<file path="config.mk">
export PLATFORM = sky130hd
export DESIGN_NAME = shift_bit_stack_ops_unit
export DESIGN_NICKNAME = d
export VERILOG_FILES = /design/src/rtl/ahb_lite_front.v /design/src/rtl/shift_flag_unit.v /design/src/rtl/shift_bit_stack_ops_unit.v
export VERILOG_INCLUDE_DIRS = /design/src /design/src/rtl
export SDC_FILE = /design/constraint.sdc
export NUM_CORES = 1
export LEC_CHECK = 0
export ABC_CLOCK_PERIOD_IN_PS = 4980
export BUFFER_PORTS_ARGS = -buffer_cell sky130_fd_sc_hd__clkbuf_2
export CAP_MARGIN = 20
export CORE_ASPECT_RATIO = 0.7
export CORE_MARGIN = 2
export CORE_UTILIZATION = 58
export CTS_BUF_LIST = sky130_fd_sc_hd__clkbuf_8
export DETAILED_ROUTE_END_ITERATION = 6
export PLACE_DENSITY = 0.85
export SLEW_MARGIN = 30
export SYNTH_ARGS = -nofsm -noshare
export SYNTH_HDL_FRONTEND = slang
export SYNTH_HIERARCHICAL = 1
export SYNTH_SLANG_ARGS = --single-unit
</file>
<file path="constraint.sdc">
create_clock -name hclk -period 4.98 [get_ports hclk]
set_clock_uncertainty 0.1 [all_clocks]
set_input_delay 0.249 -clock hclk [delete_from_list [all_inputs] [get_ports hclk]]
set_output_delay 0.249 -clock hclk [all_outputs]
set_load 0.05 [all_outputs]
</file>
<file path="src/rtl/shift_bit_unit_regs.vh">
/*
 * Register offsets, field positions, reset values, operation codes and
 * cycle counts for the shift, bit and stack-pop execution unit.
 * Assumes inclusion by bare name from the design files of that unit.
 */
`ifndef SHIFT_BIT_UNIT_REGS_VH
`define SHIFT_BIT_UNIT_REGS_VH

// ----------------------------------------------------------------------
// register byte offsets
// ----------------------------------------------------------------------
`define OFS_CMD          8'h00
`define OFS_DEST         8'h04
`define OFS_FLAGS        8'h08
`define OFS_IO_ADDR      8'h0C
`define OFS_STACK_PTR    8'h10
`define OFS_STATUS       8'h14

// ----------------------------------------------------------------------
// command fields
// ----------------------------------------------------------------------
`define CMD_OP_MSB       3
`define CMD_OP_LSB       0
`define CMD_BIT_MSB      6
`define CMD_BIT_LSB      4

// ----------------------------------------------------------------------
// operation codes
// ----------------------------------------------------------------------
`define OP_IO_BIT_SET    4'h0
`define OP_IO_BIT_CLEAR  4'h1
`define OP_LSL           4'h2
`define OP_LSR           4'h3
`define OP_ROL           4'h4
`define OP_ROR           4'h5
`define OP_ASR           4'h6
`define OP_SWAP          4'h7
`define OP_POP           4'h8

// ----------------------------------------------------------------------
// status flag bit positions
// ----------------------------------------------------------------------
`define FLAG_C           0
`define FLAG_Z           1
`define FLAG_N           2
`define FLAG_V           3
`define FLAG_S           4
`define FLAG_H           5
`define FLAG_T           6
`define FLAG_I           7

// ----------------------------------------------------------------------
// reset values
// ----------------------------------------------------------------------
`define RST_DEST         8'h00
`define RST_FLAGS        8'h00
`define RST_IO_ADDR      6'h00
`define RST_STACK_PTR    16'h0000

// ----------------------------------------------------------------------
// cycle counts
// ----------------------------------------------------------------------
`define CYC_IO_BIT       2
`define CYC_SHIFT        1
`define CYC_POP          2

`endif

</file>
<file path="src/rtl/ahb_lite_front.v">
/*
 * AHB-Lite slave front end: turns bus transfers into one-cycle write and
 * read strobes for the register file.
 * Assumes a single slave whose hreadyout is the bus hready, word transfers.
 */
`timescale 1ns/1ns
`default_nettype none

module ahb_lite_front (
	input  wire        hclk,
	input  wire        hresetn,
	input  wire        ce,
	input  wire        hsel,
	input  wire [31:0] haddr,
	input  wire [1:0]  htrans,
	input  wire        hwrite,
	input  wire [2:0]  hsize,
	input  wire        hready,
	input  wire [31:0] hwdata,
	output wire        hreadyout,
	output wire        hresp,
	output wire        wr_en,
	output wire        rd_en,
	output wire [7:0]  reg_addr,
	output wire [31:0] wr_data
);

	reg       wr_pend;
	reg       rd_pend;
	reg [7:0] addr_q;
	wire      accept;

	// ------------------------------------------------------------------
	// address phase capture
	// ------------------------------------------------------------------
	assign accept = hsel & hready & htrans[1];

	always @(posedge hclk or negedge hresetn) begin
		if (!hresetn) begin
			wr_pend <= 1'b0;
			rd_pend <= 1'b0;
			addr_q  <= 8'h00;
		end else if (ce) begin
			wr_pend <= accept & hwrite;
			rd_pend <= accept & ~hwrite;
			if (accept)
				addr_q <= haddr[7:0];
		end
	end

	// ------------------------------------------------------------------
	// data phase strobes
	// ------------------------------------------------------------------
	// reads take one wait state so read data comes from a flip-flop
	assign hreadyout = ~rd_pend;
	assign hresp     = 1'b0;
	assign wr_en     = wr_pend & ce;
	assign rd_en     = rd_pend & ce;
	assign reg_addr  = addr_q;
	assign wr_data   = hwdata;

endmodule // ahb_lite_front

`default_nettype wire

</file>
<file path="src/rtl/shift_flag_unit.v">
/*
 * Combinational shift, rotate and nibble-swap datapath with flag update.
 * Assumes op codes from the unit header; unused ops pass data through.
 */
`timescale 1ns/1ns
`default_nettype none

`include "shift_bit_unit_regs.vh"

module shift_flag_unit (
	input  wire [3:0] op,
	input  wire [7:0] din,
	input  wire [7:0] flags_in,
	output reg  [7:0] dout,
	output reg  [7:0] flags_out
);

	reg carry_out;

	// ------------------------------------------------------------------
	// zero, carry, negative, overflow from result and carry
	// ------------------------------------------------------------------
	function [7:0] zcnv;
		input [7:0] f;
		input [7:0] r;
		input       c;
		begin
			zcnv            = f;
			zcnv[`FLAG_Z]   = (r == 8'h00);
			zcnv[`FLAG_C]   = c;
			zcnv[`FLAG_N]   = r[7];
			zcnv[`FLAG_V]   = r[7] ^ c;
		end
	endfunction

	// ------------------------------------------------------------------
	// datapath
	// ------------------------------------------------------------------
	always @* begin
		dout      = din;
		carry_out = flags_in[`FLAG_C];
		flags_out = flags_in; // RULE_10
		case (op)
			`OP_LSL: begin
				dout      = {din[6:0], 1'b0}; // RULE_03
				carry_out = din[7];
				flags_out = zcnv(flags_in, dout, carry_out); // RULE_03
			end
			`OP_LSR: begin
				dout      = {1'b0, din[7:1]}; // RULE_04
				carry_out = din[0];
				flags_out = zcnv(flags_in, dout, carry_out); // RULE_04
			end
			`OP_ROL: begin
				dout      = {din[6:0], flags_in[`FLAG_C]}; // RULE_05
				carry_out = din[7]; // RULE_05
				flags_out = zcnv(flags_in, dout, carry_out);
			end
			`OP_ROR: begin
				dout      = {flags_in[`FLAG_C], din[7:1]}; // RULE_06
				carry_out = din[0]; // RULE_06
				flags_out = zcnv(flags_in, dout, carry_out);
			end
			`OP_ASR: begin
				dout      = {din[7], din[7:1]}; // RULE_07
				carry_out = din[0];
				flags_out = zcnv(flags_in, dout, carry_out); // RULE_07
			end
			`OP_SWAP: begin
				dout      = {din[3:0], din[7:4]}; // RULE_08
			end
			default: begin
				dout      = din;
			end
		endcase
	end

endmodule // shift_flag_unit

`default_nettype wire

</file>
<file path="src/rtl/shift_bit_stack_ops_unit.v">
/*
 * Execution unit for I/O bit set/clear, shifts, rotates through carry,
 * nibble swap and stack pop, driven over an AHB-Lite register bus.
 * Assumes io_rdata and stack_rdata answer in the same cycle as their
 * read strobe, and that the I/O and stack memories accept a write or
 * read on every cycle with the strobe high.
 */
// Chosen here: the register offsets and register access over AHB-Lite.
`timescale 1ns/1ns
`default_nettype none

`include "shift_bit_unit_regs.vh"

// Summary of operation
// RULE_01: I/O bit set forces one addressed bit high, flags untouched, two cycles.
// RULE_02: I/O bit clear forces one addressed bit low, flags untouched, two cycles.
// RULE_03: logical left shift, zero into bit 0, updates Z C N V, one cycle.
// RULE_04: logical right shift, zero into bit 7, updates Z C N V, one cycle.
// RULE_05: rotate left: carry into bit 0, bit 7 into carry, Z C N V, one cycle.
// RULE_06: rotate right: carry into bit 7, bit 0 into carry, Z C N V, one cycle.
// RULE_07: arithmetic right shift keeps bit 7, updates Z C N V, one cycle.
// RULE_08: nibble swap exchanges halves in one cycle, no flag changes.
// RULE_09: stack pop loads destination, adjusts stack pointer, no flags, two cycles.
// RULE_10: flags an operation does not name keep their previous values.
module shift_bit_stack_ops_unit (
	input  wire        hclk,
	input  wire        hresetn,
	input  wire        ce,
	input  wire        hsel,
	input  wire [31:0] haddr,
	input  wire [1:0]  htrans,
	input  wire        hwrite,
	input  wire [2:0]  hsize,
	input  wire        hready,
	input  wire [31:0] hwdata,
	output wire        hreadyout,
	output wire        hresp,
	output reg  [31:0] hrdata,
	output reg  [5:0]  io_addr,
	output reg  [7:0]  io_wdata,
	output wire        io_re,
	output wire        io_we,
	input  wire [7:0]  io_rdata,
	output reg  [15:0] stack_addr,
	output wire        stack_re,
	input  wire [7:0]  stack_rdata,
	output wire        busy
);

	// ------------------------------------------------------------------
	// states
	// ------------------------------------------------------------------
	localparam [2:0] ST_IDLE  = 3'd0;
	localparam [2:0] ST_SHIFT = 3'd1;
	localparam [2:0] ST_IO_RD = 3'd2;
	localparam [2:0] ST_IO_WR = 3'd3;
	localparam [2:0] ST_POP_1 = 3'd4;
	localparam [2:0] ST_POP_2 = 3'd5;

	// ------------------------------------------------------------------
	// declarations
	// ------------------------------------------------------------------
	reg  [2:0]  state;
	reg  [2:0]  next_state;
	reg  [3:0]  op;
	reg  [2:0]  bit_sel;
	reg  [7:0]  dest;
	reg  [7:0]  status_flags_reg;
	reg  [15:0] stack_ptr;
	reg  [7:0]  done_count;
	reg  [31:0] read_word;
	wire        wr_en;
	wire        rd_en;
	wire [7:0]  reg_addr;
	wire [31:0] wr_data;
	wire [7:0]  shift_out;
	wire [7:0]  shift_flags;
	wire        cmd_wr;
	wire [3:0]  cmd_op;
	wire        cmd_ok;
	wire        op_done;
	wire        dest_wr;
	wire        flags_wr;
	wire        io_addr_wr;
	wire        sp_wr;
	wire [15:0] sp_next;
	wire [31:0] status_word;

	// ------------------------------------------------------------------
	// helpers
	// ------------------------------------------------------------------
	function is_valid_op;
		input [3:0] code;
		begin
			is_valid_op = (code <= `OP_POP);
		end
	endfunction

	function [7:0] bit_mask;
		input [2:0] idx;
		begin
			bit_mask = 8'h01 << idx;
		end
	endfunction

	function addr_hit;
		input [7:0] addr;
		input [7:0] ofs;
		begin
			addr_hit = (addr == ofs);
		end
	endfunction

	// ------------------------------------------------------------------
	// bus front end and datapath
	// ------------------------------------------------------------------
	ahb_lite_front u_front (
		.hclk      (hclk),
		.hresetn   (hresetn),
		.ce        (ce),
		.hsel      (hsel),
		.haddr     (haddr),
		.htrans    (htrans),
		.hwrite    (hwrite),
		.hsize     (hsize),
		.hready    (hready),
		.hwdata    (hwdata),
		.hreadyout (hreadyout),
		.hresp     (hresp),
		.wr_en     (wr_en),
		.rd_en     (rd_en),
		.reg_addr  (reg_addr),
		.wr_data   (wr_data)
	);

	shift_flag_unit u_shift (
		.op        (op),
		.din       (dest),
		.flags_in  (status_flags_reg),
		.dout      (shift_out),
		.flags_out (shift_flags)
	);

	// ------------------------------------------------------------------
	// command decode
	// ------------------------------------------------------------------
	assign cmd_op  = wr_data[`CMD_OP_MSB:`CMD_OP_LSB];
	assign cmd_wr  = wr_en && addr_hit(reg_addr, `OFS_CMD);
	// commands while busy or with unknown codes are dropped
	assign cmd_ok  = cmd_wr && (state == ST_IDLE) && is_valid_op(cmd_op);
	assign busy    = (state != ST_IDLE);
	assign io_re   = ce && (state == ST_IO_RD);
	assign io_we   = ce && (state == ST_IO_WR);
	assign stack_re = ce && (state == ST_POP_1);
	assign op_done = (state == ST_SHIFT) || (state == ST_IO_WR) ||
	                 (state == ST_POP_2);
	assign dest_wr    = wr_en && addr_hit(reg_addr, `OFS_DEST);
	assign flags_wr   = wr_en && addr_hit(reg_addr, `OFS_FLAGS);
	// pointer and address writes are ignored while an operation runs
	assign io_addr_wr = wr_en && addr_hit(reg_addr, `OFS_IO_ADDR) && (state == ST_IDLE);
	assign sp_wr      = wr_en && addr_hit(reg_addr, `OFS_STACK_PTR) && (state == ST_IDLE);
	assign sp_next    = stack_ptr + 16'h0001; // RULE_09
	assign status_word = {16'h0000, done_count, 4'h0, 1'b0, state};

	// ------------------------------------------------------------------
	// sequencer
	// ------------------------------------------------------------------
	always @* begin
		next_state = state;
		case (state)
			ST_IDLE: begin
				if (cmd_ok) begin
					case (cmd_op)
						`OP_IO_BIT_SET:   next_state = ST_IO_RD; // RULE_01
						`OP_IO_BIT_CLEAR: next_state = ST_IO_RD; // RULE_02
						`OP_POP:          next_state = ST_POP_1; // RULE_09
						default:          next_state = ST_SHIFT;
					endcase
				end
			end
			ST_SHIFT: next_state = ST_IDLE;
			ST_IO_RD: next_state = ST_IO_WR;
			ST_IO_WR: next_state = ST_IDLE;
			ST_POP_1: next_state = ST_POP_2;
			ST_POP_2: next_state = ST_IDLE;
			default:  next_state = ST_IDLE;
		endcase
	end

	always @(posedge hclk or negedge hresetn) begin
		if (!hresetn) begin
			state   <= ST_IDLE;
			op      <= `OP_IO_BIT_SET;
			bit_sel <= 3'd0;
		end else if (ce) begin
			state <= next_state;
			if (cmd_ok) begin
				op      <= cmd_op;
				bit_sel <= wr_data[`CMD_BIT_MSB:`CMD_BIT_LSB];
			end
		end
	end

	// ------------------------------------------------------------------
	// destination register and flags
	// ------------------------------------------------------------------
	// hardware update wins over a software write in the same cycle
	always @(posedge hclk or negedge hresetn) begin
		if (!hresetn) begin
			dest <= `RST_DEST;
		end else if (ce) begin
			if (state == ST_SHIFT)
				dest <= shift_out;
			else if (state == ST_POP_1)
				dest <= stack_rdata; // RULE_09
			else if (dest_wr)
				dest <= wr_data[7:0];
		end
	end

	// only shifts touch the flags; pops and bit ops leave them alone
	always @(posedge hclk or negedge hresetn) begin
		if (!hresetn) begin
			status_flags_reg <= `RST_FLAGS;
		end else if (ce) begin
			if (state == ST_SHIFT)
				status_flags_reg <= shift_flags; // RULE_10
			else if (flags_wr)
				status_flags_reg <= wr_data[7:0];
		end
	end

	// ------------------------------------------------------------------
	// I/O bit read-modify-write
	// ------------------------------------------------------------------
	always @(posedge hclk or negedge hresetn) begin
		if (!hresetn) begin
			io_addr  <= `RST_IO_ADDR;
			io_wdata <= 8'h00;
		end else if (ce) begin
			if (io_addr_wr)
				io_addr <= wr_data[5:0];
			if (state == ST_IO_RD) begin
				if (op == `OP_IO_BIT_SET)
					io_wdata <= io_rdata | bit_mask(bit_sel); // RULE_01
				else
					io_wdata <= io_rdata & ~bit_mask(bit_sel); // RULE_02
			end
		end
	end

	// ------------------------------------------------------------------
	// stack pointer
	// ------------------------------------------------------------------
	always @(posedge hclk or negedge hresetn) begin
		if (!hresetn) begin
			stack_ptr  <= `RST_STACK_PTR;
			stack_addr <= `RST_STACK_PTR;
		end else if (ce) begin
			if (cmd_ok && (cmd_op == `OP_POP)) begin
				stack_ptr  <= sp_next; // RULE_09
				stack_addr <= sp_next;
			end else if (sp_wr) begin
				stack_ptr  <= wr_data[15:0];
			end
		end
	end

	// ------------------------------------------------------------------
	// completion counter
	// ------------------------------------------------------------------
	always @(posedge hclk or negedge hresetn) begin
		if (!hresetn)
			done_count <= 8'h00;
		else if (ce && op_done)
			done_count <= done_count + 8'h01;
	end

	// ------------------------------------------------------------------
	// read data
	// ------------------------------------------------------------------
	always @* begin
		case (reg_addr)
			`OFS_CMD:       read_word = {25'h0000000, bit_sel, op};
			`OFS_DEST:      read_word = {24'h000000, dest};
			`OFS_FLAGS:     read_word = {24'h000000, status_flags_reg};
			`OFS_IO_ADDR:   read_word = {26'h0000000, io_addr};
			`OFS_STACK_PTR: read_word = {16'h0000, stack_ptr};
			`OFS_STATUS:    read_word = status_word;
			default:        read_word = 32'h00000000;
		endcase
	end

	// registered so the data phase sees a settled word
	always @(posedge hclk or negedge hresetn) begin
		if (!hresetn)
			hrdata <= 32'h00000000;
		else if (rd_en)
			hrdata <= read_word;
	end

endmodule // shift_bit_stack_ops_unit

`default_nettype wire

</file>
# Word-level counts from Yosys, hierarchy flattened
# Index checks and enable logic that the tools add are counted.
[word_totals]
out_inout_bits = 68
register_bits = 122
[classes]
n_eq_ne = 23
magnitude_cmp = 1
muxes = 14
n_bitwise = 15
reduce_logical = 41
addsub = 2
n_shift = 1
[op_table]
columns = ["op", "n"]
rows = [
  ["$pmux 16 s6", 1],
  ["$mux 8", 6],
  ["$pmux 8 s6", 1],
  ["$logic_not 8->1", 4],
  ["$mux 16", 2],
  ["$pmux 4 s5", 1],
  ["$add 16x1->16 const B", 1],
  ["$eq 4x3->1 const B", 4],
  ["$eq 8x4->1 const B", 2],
  ["$eq 8x5->1 const B", 2],
  ["$logic_and 1x1->1", 14],
  ["$logic_not 7->1", 2],
  ["$reduce_and 2->1", 7],
  ["$ne 6x1->1 const B", 2],
  ["$pmux 3 s3", 1],
  ["$reduce_and 3->1", 3],
  ["$add 8x1->8 const B", 1],
  ["$and 8x8->8", 1],
  ["$eq 4x2->1 const B", 2],
  ["$eq 8x3->1 const B", 1],
  ["$logic_not 4->1", 2],
  ["$not 8->8", 1],
  ["$or 8x8->8", 1],
  ["$shl 1x3->8 const A", 1],
  ["other kinds (19)", 34],
]

# Depth between registers and ports, before layout
# Gate-level depths: netlist of run 1.
[depth]
word_depth = 7
ltp_mapped = 9

# Hierarchy
# The synthesis of run 1 kept the hierarchy.
[modules_own_cells]
columns = ["mod", "cells_per_inst", "seq_area_each_um2", "area_per_inst_um2", "instances"]
rows = [
  ["shift_bit_stack_ops_unit", 545, 2402.3, 5340.1, 1],
  ["shift_flag_unit", 114, 0.0, 701.9, 1],
  ["ahb_lite_front", 62, 250.2, 664.4, 1],
]

# Least setup slack after synthesis of run 1
# OpenSTA, ideal clock, no wires.
[synth_timing]
path_kind = "register -> output"
from = "register state[1]"
to = "output port stack_re"
path_buffers = 2
arrival_ps = 1804
stages_incl_launch_ff = 4
slack_ps = 2827
cell_sequence = "dfrtp_1 -> buf_6 -> clkbuf_1 -> nor3_1"
[synth_between]
elab_chain_cells = 2
[synth_rtl]
columns = ["item", "line", "text"]
rows = [
  ["from (decl)", "shift_bit_stack_ops_unit.v:63", "reg [2:0] state;"],
  ["from (signal assigned)", "shift_bit_stack_ops_unit.v:196", "state <= next_state;"],
  ["$eq 3x3->1", "shift_bit_stack_ops_unit.v:154", "assign stack_re = ce && (state == ST_POP_1);"],
  ["$logic_and 1x1->1", "shift_bit_stack_ops_unit.v:154", ""],
  ["to (decl)", "shift_bit_stack_ops_unit.v:45", "output wire stack_re,"],
]
# No other way between the ends.

# Final worst setup path of run 1
[layout_timing]
from = "register u_front.addr_q[4] (netlist: u_front/reg_addr[4])"
to = "register stack_addr[1]"
[layout_between]
elab_chain_cells = 6
[layout_rtl]
columns = ["item", "line", "text"]
rows = [
  ["from (decl)", "ahb_lite_front.v:30", "reg [7:0] addr_q;"],
  ["from (signal assigned)", "ahb_lite_front.v:47", "addr_q <= haddr[7:0];"],
  ["$logic_not 8->1", "shift_bit_stack_ops_unit.v:110", "addr_hit = (addr == ofs);"],
  ["$logic_and 1x1->1", "shift_bit_stack_ops_unit.v:148", "assign cmd_wr = wr_en && addr_hit(reg_addr, `OFS_CMD);"],
  ["$logic_and 1x1->1 (2 in series)", "shift_bit_stack_ops_unit.v:150", "assign cmd_ok = cmd_wr && (state == ST_IDLE) && is_valid_op(cmd_op);"],
  ["$logic_and 1x1->1", "shift_bit_stack_ops_unit.v:260", "if (cmd_ok && (cmd_op == `OP_POP)) begin"],
  ["$reduce_and 2->1 (no line)", "n/a", ""],
  ["to (signal assigned)", "shift_bit_stack_ops_unit.v:258", "stack_addr <= `RST_STACK_PTR;"],
  ["to (signal assigned)", "shift_bit_stack_ops_unit.v:262", "stack_addr <= sp_next;"],
  ["to (decl)", "shift_bit_stack_ops_unit.v:44", "output reg [15:0] stack_addr,"],
]
# No other way between the ends.
# A chain may end at the register's enable or synchronous reset.

==> results of run 1 <==
cell type report:
class                   count  area [um^2]  share of cell area, %
flip-flops and latches    106         2650                   37.5
inverters                  25         93.8                   1.33
clock buffers              11          151                   2.14
clock inverters             5         53.8                  0.760
multi-input cells         503         3340                   47.2
well taps                 153          191                   2.70
repair buffers            108          596                   8.41
repair_timing:
action | in CTS | in global routing
endpoints found under the hold margin | 70 | 0
endpoints found under the setup margin | 0 | 0
hold buffers | 7 | 0
worst max-delay path: stages (launching register included):
cell and delay, ps:
sky130_fd_sc_hd__dfrtp_1 670, sky130_fd_sc_hd__nor4_1 630, sky130_fd_sc_hd__nand2_1 250, sky130_fd_sc_hd__nor3_4 540, sky130_fd_sc_hd__buf_8 240, sky130_fd_sc_hd__mux2_2 350
final timing paths:
path | start | endpoint | slack [ps] | cells past startpoint
worst min register to register | done_count[7] | done_count[7] | 380 | 1
min in group asynchronous | hresetn | stack_addr[10] | 390 | 2
max in group asynchronous | hresetn | bit_sel[2] | 3340 | 3
worst max register to register | u_front/reg_addr[4] | stack_addr[1] | 2090 | 5
worst max-delay path | u_front/reg_addr[4] | stack_addr[1] | 2090 | 5
worst min-delay path | hwrite | u_front/wr_pend | 3 | 3
per-layer routing:
layer,vias to the layer above,global-route usage [%],routed length [um]
met2,377,41.4,7360
met1,2692,40.9,7360
met3,39,7.86,2030
met5,-,0,0
met4,0,8.51,287
li1,2585,-,-
power groups by stage:
stage	combinational, mW	clock, mW	sequential (mW)
floorplan	0.462	0	1.32
global placement	0.704	0	1.22
detailed placement	0.728	0	1.24
CTS	0.733	0.554	1.22
global route	0.790	0.587	1.25
finish	0.736	0.553	1.23
metrics by stage:
| step | total power [mW] | hold slack, ps | instance area [um^2] | setup slack (ps) | utilization (%) |
|---|---|---|---|---|---|
| floorplan | 1.78 | -147 | 6640 | 2830 | - |
| global placement | 1.93 | 280 | 6780 | 2020 | 61.4 |
| detailed placement | 1.96 | 290 | 6800 | 2010 | 61.6 |
| CTS | 2.51 | 0.983 | 7080 | 2090 | 64.1 |
| global route | 2.63 | 11.1 | 7080 | 1840 | 64.1 |
| finish | 2.52 | 2.51 | 7080 | 2090 | 64.1 |
==> qor.txt, run 1 <==
==========================================================================================
CP startpoint kind                                                                    flop
Kind of end point of the critical path                                                flop
YS warnings                                                                              6
Data required, critical path                                                       5160 ps
Die Y-Extent                                                                       93.2 um
Sw frac                                                                              40.6%
Post-CTS Resized                                                                         0
Setup repair after global routing missed its margin                                  false
Number of nets in the final layout                                                     846
Total I/O pin count                                                                    159
Static Leak                                                                        3.13 nW
Final Instance Count excl. Fillers                                                     911
Fin. max-slew vios                                                                       0
Drt via density                                                                       6.25
Clock tree from TritonCTS                                                              yes
Clock sinks                                                                            106
Leading registers by flop count                                               hrdata (16), stack_addr (16), stack_ptr (16)
Chip Width                                                                          131 um
TritonCTS buffer count                                                                   9
Number of antenna violations at the first check in global routing                        0
Fraction of final layout cells with drive strength greater than 1                    24.8%
Clock edge transition at the registers on the reported setup and hold paths         100 ps
Cell Rows                                                                               32
Aggregate negative setup slack                                                        0 ps
Starting Density                                                                     59.6%
Postcts setup bufs                                                                       0
Final ANT Viol Nets                                                                      0
Switch Pwr                                                                         1.02 mW
Total power divided by cell area                                               356 mW/mm^2
Final period demand of the worst path                                              2890 ps
Mapped Avg Cell Area                                                             9.34 um^2
Number of iterations in the first detailed-routing pass                                  5
Final cycle utilization of the critical path                                         58.1%
GPL Wtd Cong                                                                         0.960
Post-route DRC                                                                           0
Internal Dissipation                                                               1.50 mW
Rel. slew slack                                                                      38.0%
Placed Instances                                                                       888
Diodes inserted                                                                          0
Synth Cell Area                                                               0.00659 mm^2
Mean routed wirelength per cell                                                    18.7 um
Most common cell after layout, fill and taps aside                            sky130_fd_sc_hd__dfrtp_1
Part of the power in the clock network                                               21.9%
Type of the most critical hold path                                           input pin to flop
Clock tree root buffer cell                                                   sky130_fd_sc_hd__clkbuf_8
Area growth syn-to-layout                                                            7.48%
IO buf count                                                                            97
DRT iter0 DRCs                                                                         759
Startpoint-to-endpoint class of the critical path                             flop to flop
Part of the power in combinational logic                                             29.2%
Number of setup violations in the final report                                           0
Worst IR drop on VDD                                                                364 uV
Area of the die                                                                0.0122 mm^2
Cell count after synthesis                                                             705
First-pass GRT wire length                                                         27.2 mm
Count of max-cap constraint violations                                                   0
Fillcell total                                                                         902
Routed wire length                                                                 17.0 mm
Fin. Hold Viols                                                                          0
Maximum clock frequency                                                          0.345 GHz
Number of global-route vias before repair                                            5,260
Placeable core area                                                            0.0111 mm^2
Largest net degree at the start of global routing                                       66
CP Max Fanout                                                                           22
Result of the run                                                             complete, no violations
Htree depth                                                                              3
Slew at the pin closest to its max-slew limit                                       931 ps
Arrival time of data at the critical path endpoint                                 3070 ps
Sum of overflow across all layers after global routing                                   0
HPWL after detailed placement                                                      12.1 mm
Via count                                                                            5,693
GRT Resource Usage Total                                                             28.2%
Clock insertion delay at the later pin of the skew report                           390 ps
Most used cells in the layout excluding fill and tap cells                    106 x sky130_fd_sc_hd__dfrtp_1, 96 x sky130_fd_sc_hd__clkbuf_2, 64 x sky130_fd_sc_hd__a21oi_1
Portion of total power attributed to sequential cells                                48.9%
CTS max path bufs                                                                        2
==========================================================================================
Power figures use the tool's default switching activity.
==> run 2: changes to the inputs <==
- ABC_CLOCK_PERIOD_IN_PS: 4980 -> 3000
- CORE_UTILIZATION: 58 -> 56
- PLACE_DENSITY: 0.85 -> 0.83
- clock period: 4.98 -> 3 ns (I/O delays scaled with it)
==> qor.txt, run 2 (synthesis results as in run 1) <==
==========================================================================================
Routed wire length                                                                 17.4 mm   was 17.0 mm
Internal Dissipation                                                               2.49 mW   was 1.50 mW
Type of the most critical hold path                                           input pin to flop   unchanged
Startpoint-to-endpoint class of the critical path                             flop to flop   unchanged
Clock sinks                                                                            106   unchanged
CTS max path bufs                                                                        2   unchanged
Number of setup violations in the final report                                           0   unchanged
Rel. slew slack                                                                      42.4%   was 38.0%
Min-delay src                                                                   hwdata[12]   was hwrite
Number of global-route vias before repair                                            5,276   was 5,260
Arrival time of data at the critical path endpoint                                 2770 ps   was 3070 ps
Aggregate negative setup slack                                                        0 ps   unchanged
Area growth syn-to-layout                                                            11.6%   was 7.48%
Result of the run                                                             complete, no violations   unchanged
Postcts setup bufs                                                                       0   unchanged
Data required, critical path                                                       3210 ps   was 5160 ps
Depth of the worst register-to-register path                                             6   was 5
Worst setup path startpoint                                                   u_front/reg_addr[2]   was u_front/reg_addr[4]
Static Leak                                                                        3.25 nW   was 3.13 nW
Area of the die                                                                0.0127 mm^2   was 0.0122 mm^2
Setup repair after global routing missed its margin                                  false   unchanged
Most common cell after layout, fill and taps aside                            sky130_fd_sc_hd__dfrtp_1   unchanged
Sw frac                                                                              40.9%   was 40.6%
Drt via density                                                                       6.09   was 6.25
GPL Wtd Cong                                                                         0.945   was 0.960
Post-CTS Resized                                                                         0   unchanged
Clock tree root buffer cell                                                   sky130_fd_sc_hd__clkbuf_8   unchanged
Final ANT Viol Nets                                                                      0   unchanged
Placeable core area                                                            0.0116 mm^2   was 0.0111 mm^2
Final cycle utilization of the critical path                                         85.2%   was 58.1%
Cell depth of the worst min-delay path                                                   4   was 3
Total I/O pin count                                                                    159   unchanged
DRT iter0 DRCs                                                                         687   was 759
Post-route cell area                                                          0.00735 mm^2   was 0.00708 mm^2
First-pass GRT wire length                                                         27.5 mm   was 27.2 mm
Critical path capture point                                                   stack_addr[13]   was stack_addr[1]
CP Max Fanout                                                                           23   was 22
Maximum clock frequency                                                          0.391 GHz   was 0.345 GHz
Cell Rows                                                                               33   was 32
Clock insertion delay at the later pin of the skew report                           380 ps   was 390 ps
GRT Resource Usage Total                                                             28.0%   was 28.2%
Chip Width                                                                          134 um   was 131 um
R2R Path Start                                                                u_front/reg_addr[2]   was u_front/reg_addr[4]
Part of the power in combinational logic                                             31.3%   was 29.2%
Worst IR drop on VDD                                                                507 uV   was 364 uV
Count of max-cap constraint violations                                                   0   unchanged
Post-route DRC                                                                           0   unchanged
Htree depth                                                                              3   unchanged
Final period demand of the worst path                                              2550 ps   was 2890 ps
HPWL after detailed placement                                                      12.1 mm   about the same
Starting Density                                                                     56.8%   was 59.6%
Number of iterations in the first detailed-routing pass                                  6   was 5
Fraction of final layout cells with drive strength greater than 1                    24.9%   was 24.8%
Fin. max-slew vios                                                                       0   unchanged
Via count                                                                            5,752   was 5,693
Most used cells in the layout excluding fill and tap cells                    106 x sky130_fd_sc_hd__dfrtp_1, 96 x sky130_fd_sc_hd__clkbuf_2, 64 x sky130_fd_sc_hd__a21oi_1   unchanged
Fin. Hold Viols                                                                          0   unchanged
TritonCTS buffer count                                                                   9   unchanged
Total power divided by cell area                                               573 mW/mm^2   was 356 mW/mm^2
Sum of overflow across all layers after global routing                                   0   unchanged
Number of antenna violations at the first check in global routing                        0   unchanged
Switch Pwr                                                                         1.72 mW   was 1.02 mW
Diodes inserted                                                                          0   unchanged
Clock edge transition at the registers on the reported setup and hold paths         110 ps   was 100 ps
Number of nets in the final layout                                                     876   was 846
Die Y-Extent                                                                       94.7 um   was 93.2 um
Kind of end point of the critical path                                                flop   unchanged
Clock tree from TritonCTS                                                              yes   unchanged
Endpoint of the worst-slack reg-to-reg timing path                            stack_addr[13]   was stack_addr[1]
Portion of total power attributed to sequential cells                                47.3%   was 48.9%
CP startpoint kind                                                                    flop   unchanged
Mean routed wirelength per cell                                                    18.4 um   was 18.7 um
Slew at the pin closest to its max-slew limit                                       864 ps   was 931 ps
CTS Hold Bufs                                                                           28   was 7
DP Area                                                                       0.00687 mm^2   was 0.00680 mm^2
R2R setup slack                                                                     450 ps   was 2090 ps
Part of the power in the clock network                                               21.4%   was 21.9%
IO buf count                                                                            97   unchanged
Largest net degree at the start of global routing                                       62   was 66
Leading registers by flop count                                               hrdata (16), stack_addr (16), stack_ptr (16)   unchanged
==========================================================================================
==> run 2: worst max-delay path, stage by stage, from the launching register on <==
cell	delay, ps
sky130_fd_sc_hd__dfrtp_1	650
sky130_fd_sc_hd__nor4_4	450
sky130_fd_sc_hd__nand2_1	240
sky130_fd_sc_hd__nor3_4	500
sky130_fd_sc_hd__buf_4	340
sky130_fd_sc_hd__nor2_1	60
sky130_fd_sc_hd__a21oi_1	130
==> run 2: layout make-up <==
type	instances	area, um^2
fillers	936	4250
repair buffers	138	878
clock buffers	9	124
well taps	157	196
flip-flops and latches	106	2650
clock inverters	7	75.1
multi-input cells	503	3330
inverters	25	93.8
==> run 2: how the worst min path moves through the flow <==
stage | endpoint | slack, ps
floorplan | bit_sel[0] | -250
global placement | stack_addr[15] | 180
detailed placement | stack_addr[11] | 180
CTS | stack_ptr[12] | 20
global route | stack_ptr[9] | 40
finish | stack_ptr[12] | 20
==> run 2: through the flow <==
| step | cells | setup WS (ps) | utilization, % | power, mW | hold slack (ps) |
|---|---|---|---|---|---|
| 6_report | 945 | 445 | 63.4 | 4.21 | 22.8 |
| 5_1_grt | 945 | 280 | 63.4 | 4.42 | 41.7 |
| 4_1_cts | 945 | 498 | 63.4 | 4.21 | 22.6 |
| 3_5_place_dp | 901 | 509 | 59.2 | 3.28 | 184 |
| 3_3_place_gp | 901 | 568 | 59.2 | 3.23 | 176 |
| 2_1_floorplan | 720 | 946 | - | 2.95 | -246 |
==> run 2: metal layers <==
layer | share of wire, % | wire length, um | GRT usage, %
met5 | 0 | 0 | 0
met1 | 44 | 7560 | 40.3
met2 | 45 | 7770 | 42.7
met4 | 1.8 | 319 | 8.33
met3 | 9.8 | 1700 | 6.23
==> run 2: power groups by stage <==
stage / Combinational [mW] / Sequential [mW] / Clock, mW
2_1_floorplan: 0.767 / 2.19 / 0
3_3_place_gp: 1.24 / 1.99 / 0
3_5_place_dp: 1.28 / 2.00 / 0
4_1_cts: 1.31 / 1.98 / 0.918
5_1_grt: 1.42 / 2.02 / 0.977
6_report: 1.32 / 1.99 / 0.901
